==> config.mk <==
export PLATFORM = sky130hd
export DESIGN_NAME = eeprom_access_ctrl
export DESIGN_NICKNAME = d
export VERILOG_FILES = /design/src/eeprom_access_pkg.sv /design/src/eeprom_access_ctrl.sv
export SDC_FILE = /design/constraint.sdc
export NUM_CORES = 1
export LEC_CHECK = 0
export BUFFER_PORTS_ARGS = -buffer_cell sky130_fd_sc_hd__buf_2
export CAP_MARGIN = 5
export CORE_UTILIZATION = 50
export DETAILED_ROUTE_END_ITERATION = 8
export MAX_ROUTING_LAYER = met4
export PLACE_DENSITY = 0.76
export SETUP_SLACK_MARGIN = 0.2
export SYNTH_ARGS = -nofsm -noshare
export SYNTH_HDL_FRONTEND = slang
export SYNTH_SLANG_ARGS = --single-unit
export TNS_END_PERCENT = 1
==> constraint.sdc <==
create_clock -name clk_sys -period 3.2 [get_ports clk_sys]
set_input_delay 0.32 -clock clk_sys [delete_from_list [all_inputs] [get_ports clk_sys]]
set_output_delay 0.32 -clock clk_sys [all_outputs]
set_load 0.05 [all_outputs]
==> src/eeprom_access_pkg.sv <==
/*
  Shared constants and carrier types for the data eeprom access control block.
  Assumes a byte-wide processor register port on a single clk_sys domain.
*/
package eeprom_access_pkg;

  // ----------------------------------------------------------------
  // register map
  // ----------------------------------------------------------------
  localparam logic [7:0] CTRL_OFFSET = 8'h0b;
  localparam logic [7:0] ADDR_OFFSET = 8'h0c;
  localparam logic [7:0] DATA_OFFSET = 8'h0d;

  // ----------------------------------------------------------------
  // control field positions and reset values
  // ----------------------------------------------------------------
  localparam int READ_TRIG_BIT = 7;
  localparam int WRITE_TRIG_BIT = 6;
  localparam int WE_BIT = 5;
  localparam int BUSY_BIT = 4;
  localparam int POWER_BIT = 3;
  localparam logic [7:0] CTRL_RESET = 8'h00;
  localparam logic [7:0] ADDR_RESET = 8'h00;
  localparam logic [7:0] DATA_RESET = 8'h00;
  localparam int ADDR_W = 7;
  localparam int DEPTH = 128;

  // ----------------------------------------------------------------
  // timing
  // ----------------------------------------------------------------
  localparam int CLK_PERIOD_NS = 10;
  localparam int ERASE_TIME_NS = 1000;
  localparam int PROG_TIME_NS = 1000;
  localparam int ERASE_CYCLES = (ERASE_TIME_NS + CLK_PERIOD_NS - 1) / CLK_PERIOD_NS;
  localparam int PROG_CYCLES = (PROG_TIME_NS + CLK_PERIOD_NS - 1) / CLK_PERIOD_NS;
  localparam logic [7:0] ERASED_BYTE = 8'hff;

  // ----------------------------------------------------------------
  // carriers
  // ----------------------------------------------------------------
  typedef struct packed {
    logic wr;
    logic rd;
    logic [7:0] addr;
    logic [7:0] wdata;
  } reg_req_t;

  typedef enum logic [3:0] {
    ST_IDLE = 4'b0001,
    ST_READ = 4'b0010,
    ST_ERASE = 4'b0100,
    ST_PROG = 4'b1000
  } ee_state_t;

endpackage : eeprom_access_pkg

==> src/eeprom_access_ctrl.sv <==
/*
  Data eeprom access control: three byte registers, a 128 byte array, and a
  sequencer for read and erase-then-program cycles.
  Assumes the register port comes from processor logic on clk_sys.
*/
module eeprom_access_ctrl
  import eeprom_access_pkg::*;
#(
  parameter int ERASE_CNT = ERASE_CYCLES,
  parameter int PROG_CNT = PROG_CYCLES
) (
  input wire logic clk_sys,
  input wire logic sys_rst,
  input wire logic clk_en,
  input wire eeprom_access_pkg::reg_req_t req,
  output logic [7:0] rdata,
  output logic array_busy
);
  import eeprom_access_pkg::*;

  // ----------------------------------------------------------------
  // state
  // ----------------------------------------------------------------
  logic [7:0] mem_q [DEPTH];
  ee_state_t state_q;
  logic [15:0] cnt_q;
  logic read_trig_q;
  logic write_trig_q;
  logic array_write_enable_q;
  logic write_busy_flag_q;
  logic array_power_control_q;
  logic [ADDR_W-1:0] addr_q;
  logic [7:0] data_q;
  logic [7:0] ctrl_view;
  logic ctrl_wr;
  logic addr_wr;
  logic data_wr;
  logic start_rd;
  logic start_wr;
  logic refuse_wr;
  logic seq_done;

  assign ctrl_wr = req.wr && (req.addr == CTRL_OFFSET);
  assign addr_wr = req.wr && (req.addr == ADDR_OFFSET);
  assign data_wr = req.wr && (req.addr == DATA_OFFSET);

  assign ctrl_view = {read_trig_q, write_trig_q, array_write_enable_q,
                      write_busy_flag_q, array_power_control_q, 3'b000};

  // ----------------------------------------------------------------
  // start decisions
  // ----------------------------------------------------------------
  // start only from idle, with a trigger and the power bit set; a read trigger wins over a write
  assign start_rd = (state_q == ST_IDLE) && read_trig_q && array_power_control_q;
  assign start_wr = (state_q == ST_IDLE) && !read_trig_q && write_trig_q &&
                    array_write_enable_q && array_power_control_q;
  assign refuse_wr = (state_q == ST_IDLE) && !read_trig_q && write_trig_q &&
                     !(array_write_enable_q && array_power_control_q);
  assign seq_done = (cnt_q == 16'h0000);

  // ----------------------------------------------------------------
  // sequencer
  // ----------------------------------------------------------------
  always_ff @(posedge clk_sys) begin
    if (sys_rst) begin
      state_q <= ST_IDLE;
      cnt_q <= 16'h0000;
    end else if (clk_en) begin
      case (state_q)
        ST_IDLE: begin
          if (start_rd) begin
            state_q <= ST_READ;
          end else if (start_wr) begin
            state_q <= ST_ERASE;
            cnt_q <= 16'(ERASE_CNT - 1);
          end
        end
        ST_READ: begin
          state_q <= ST_IDLE;
        end
        ST_ERASE: begin
          if (seq_done) begin
            state_q <= ST_PROG;
            cnt_q <= 16'(PROG_CNT - 1);
          end else begin
            cnt_q <= cnt_q - 16'h0001;
          end
        end
        ST_PROG: begin
          if (seq_done) begin
            state_q <= ST_IDLE;
          end else begin
            cnt_q <= cnt_q - 16'h0001;
          end
        end
        default: begin
          state_q <= ST_IDLE;
        end
      endcase
    end
  end

  // ----------------------------------------------------------------
  // array
  // ----------------------------------------------------------------
  // no reset on the array: it models non-volatile content
  always_ff @(posedge clk_sys) begin
    if (clk_en) begin
      if (state_q == ST_ERASE && seq_done) begin
        mem_q[addr_q] <= ERASED_BYTE;
      end else if (state_q == ST_PROG && seq_done) begin
        mem_q[addr_q] <= data_q;
      end
    end
  end

  // ----------------------------------------------------------------
  // control register
  // ----------------------------------------------------------------
  always_ff @(posedge clk_sys) begin
    if (sys_rst) begin
      {read_trig_q, write_trig_q, array_write_enable_q,
       write_busy_flag_q, array_power_control_q} <= CTRL_RESET[7:3];
    end else if (clk_en) begin
      if (ctrl_wr) begin
        array_write_enable_q <= req.wdata[WE_BIT];
        array_power_control_q <= req.wdata[POWER_BIT];
      end
      if (state_q == ST_READ) begin
        read_trig_q <= 1'b0;
      end else if (ctrl_wr && req.wdata[READ_TRIG_BIT]) begin
        read_trig_q <= 1'b1;
      end else if (start_rd == 1'b0 && !array_power_control_q) begin
        read_trig_q <= 1'b0;
      end
      if ((state_q == ST_PROG && seq_done) || refuse_wr) begin
        write_trig_q <= 1'b0;
      end else if (ctrl_wr && req.wdata[WRITE_TRIG_BIT]) begin
        write_trig_q <= 1'b1;
      end
      if (start_wr) begin
        write_busy_flag_q <= 1'b1;
      end else if (state_q == ST_PROG && seq_done) begin
        write_busy_flag_q <= 1'b0;
      end
    end
  end

  // ----------------------------------------------------------------
  // address and data registers
  // ----------------------------------------------------------------
  always_ff @(posedge clk_sys) begin
    if (sys_rst) begin
      addr_q <= ADDR_RESET[ADDR_W-1:0];
      data_q <= DATA_RESET;
    end else if (clk_en) begin
      if (addr_wr && state_q == ST_IDLE) begin
        addr_q <= req.wdata[ADDR_W-1:0];
      end
      if (state_q == ST_READ) begin
        data_q <= mem_q[addr_q];
      end else if (data_wr && state_q == ST_IDLE) begin
        data_q <= req.wdata;
      end
    end
  end

  // ----------------------------------------------------------------
  // read port
  // ----------------------------------------------------------------
  always_ff @(posedge clk_sys) begin
    if (sys_rst) begin
      rdata <= 8'h00;
    end else if (clk_en && req.rd) begin
      case (req.addr)
        CTRL_OFFSET: rdata <= ctrl_view;
        ADDR_OFFSET: rdata <= {1'b0, addr_q};
        DATA_OFFSET: rdata <= data_q;
        default: rdata <= 8'h00;
      endcase
    end
  end

  assign array_busy = write_busy_flag_q;

endmodule : eeprom_access_ctrl

==> results.cfg <==
[run_status]
status = finished, final reports clean

[setup_path]
worst_ep_required_time_ns = 3.72
crit_arrival_ns = 3.63
critPathLaunch = state_q[0]
critPathSlowestCell = or4b_2
timing.rr.end = data_q[1]
crit_path_end_kind = flop
ff2ff_path_depth = 5
crit_fanout = 11
crit_type = flop to flop
crit_chain = or4b_2 -> or3_1 -> a31oi_1 -> nand3_1 -> o32ai_1
critical_path_buf_inv_count = 0
setup.worst_path.start_class = flop
cpLargestDelayFamily = simple AND/OR/NAND/NOR gates
r2r_slack_ns = 0.1
critPathMaxStageDelay_ns = 0.68
timing.rr.start = state_q[0]

[pwr]
p_leak_uw = 0.01837
powerDensity_nw_per_um2 = 551.7
peakVddDrop_v = 0.0003892

[routing]
drc = 0
avgRoutedWirePerCell_um = 29.24
wl_um = 109500
vias_per_cell = 6.375
ant_nets = 0
drt_first_iter_violations = 3361
vias = 23880
drtPass1Iterations = 6

[clocking]
numCtsBuffers = 100
ctsLongestPathBuffers = 3
cts_tree = yes
clk_latency_ns = 0.68
cts.reportedPaths.clkPinSlew_ns = 0.06
cts.htree.levels = 3
numClockSinks = 1079
cts_root_buf = clkbuf_16

[timing]
fin_hold_ws_ns = 0.03485
grt_setup_unrepaired = true
relSlewSlack_pct = 35.99
fin_skew_ns = 0.02114
worst-slew-pin-transition_ns = 0.9514
setup_violations = 0
finalSetupTns_ns = 0
timing.fmax_mhz = 322.1
finalHoldViolCount = 0
min_period_ns = 3.104
slew_viol_final = 0
period_share_pct = 97.01

[hold_path]
worstHoldStart = req[2]
worstHoldPathCells = 3
hp-class = input port to flop

[layout]
fin_util_pct = 58.82
final_common_cell = edfxtp_1
layout_common_cells = edfxtp_1, buf_4, mux4_2, nor2_1, mux2i_1
drive_gt1_share_pct = 27.80
synthToLayoutAreaGrowth_pct = 16.06
final_cells = 3746
nets = 2547

[grt]
grt_pass1_vias = 23659
grt_max_degree = 129
grt_usage_pct = 26.39
grt_first_pass_wirelength_um = 160400
grt.overflow.total = 0
antenna_found_initial = 2

[placed_design]
dp_hpwl_um = 69200
dp_cells = 3551
io_buffers = 29
gp_congestion = 0.9921

[floorplanning]
core_area_um2 = 83950
die_height_um = 293.7
die_x_um = 293.7
die-area_um2 = 86260
start_util_pct = 50.68
io_pins = 30
core.rowCount = 106

[synth]
ys_ff_latch = 1079
seq_area_frac_synth_pct = 74.86
synth_top_family_by_area = multiplexers
postSynthAreaPerCell_um2 = 18.88
syn-num-nets = 2275
synth_xor_area_share_pct = 0
synth_adder_area_share_pct = 0.02941
synthMuxAreaShare_pct = 14.63
synth_cells = 2253
synth_enable_flop_cells = 1024
syn_area_um2 = 42550
synth_compound_area_share_pct = 3.573
dominantRegCellSynth = edfxtp_1
yosysWarnings = 0
synth_cell_types = 65
synthArstFlopShare_pct = 0
synth-simple-area-share_pct = 5.467

[job]
cap_violations = 0
==> sequential cells by signal (all words and copies together) (netlist names), named ones only <==
| register | count |
|---|---|
| data_q | 8 |
| addr_q | 7 |
| state_q | 4 |
| mem_q | 1024 |
| cnt_q | 16 |
| array_write_enable_q | 1 |
| array_busy | 1 |
| array_power_control_q | 1 |
| write_trig_q | 1 |
| rdata | 8 |
| read_trig_q | 1 |
==> power by group <==
group / switching, uW / internal, uW / total, uW
Sequential: 0.661 / 15200 / 15200
Combinational: 43.8 / 23.2 / 67.0
Clock: 5120 / 6850 / 12000
Total: 5160 / 22100 / 27200
==> per-stage QoR <==
| stage | cell area (um^2) | worst slack [ns] | total power [uW] |
|---|---|---|---|
| 2_1_floorplan | 42550 | 0.1118 | 15540 |
| 3_3_place_gp | 45860 | 0.06249 | 15570 |
| 3_5_place_dp | 45860 | 0.01694 | 15570 |
| 4_1_cts | 49190 | 0.02031 | 27300 |
| 5_1_grt | 49370 | 0.1201 | 27810 |
| 6_report | 49380 | 0.09579 | 27240 |
==> worst max-delay path by stage <==
stage / endpoint / slack (ns) / cells past startpoint
5_1_grt: data_q[6] / 0.12 / 7
3_5_place_dp: mem_q[107][7] / 0.02 / 8
6_report: data_q[1] / 0.1 / 5
2_1_floorplan: mem_q[127][0] / 0.11 / 9
3_3_place_gp: mem_q[62][1] / 0.06 / 11
4_1_cts: mem_q[46][1] / 0.02 / 8
==> timing repair <==
item	in CTS	in global routing
hold buffers	3	0
gates cloned	2	1
endpoints found under the setup margin	1727	2040
gates resized for setup	2	56
pin swaps	2	2
setup buffers	0	0
hold endpoints to repair	4	0
==> layout make-up <==
type | instances | area (um^2)
Inverter | 12 | 47.55
Tap cell | 1134 | 1419
Antenna cell | 4 | 10.01
Timing Repair Buffer | 300 | 2549
Clock buffer | 122 | 2649
Sequential cell | 1079 | 31860
Fill cell | 5798 | 34570
Multi-Input combinational cell | 1032 | 10210
Clock inverter | 63 | 630.6
==> cell families (layout without fill, tap and decap cells) <==
family,after synthesis,count (layout)
AOI/OAI and AO/OA,210,210
adders and majority gates,1,1
buffers and inverters,144,497
DFF,1079,1079
muxes,343,343
other,0,4
and+or+nand+nor,476,478
==> layer usage <==
metal | up-vias | track usage, % | share of wire (%)
li1 | 9791 | - | -
met1 | 12129 | 34.88 | 37
met2 | 1675 | 41.07 | 48
met3 | 285 | 4.909 | 11
met4 | 0 | 9.997 | 4.1
met5 | - | - | 0
==> worst min-delay path, cell delays in order <==
cell     delay, ns
buf_2         0.13
mux2i_1       0.13
nor2_1        0.08
==> cell usage after synthesis (all sizes together) (21+ instances only) <==
cell type | number | area, um^2
clkbuf | 74 | 277.8
nand3 | 41 | 205.2
buf | 58 | 289.0
nand4 | 21 | 131.4
dfxtp | 55 | 1101
o22ai | 31 | 193.9
nor3 | 38 | 190.2
nand2 | 78 | 292.8
mux2i | 110 | 1101
edfxtp | 1024 | 30750
nor2 | 180 | 675.7
a22oi | 31 | 232.7
o21ai | 26 | 130.1
mux4 | 222 | 5000
Power figures use the tool's default switching activity.
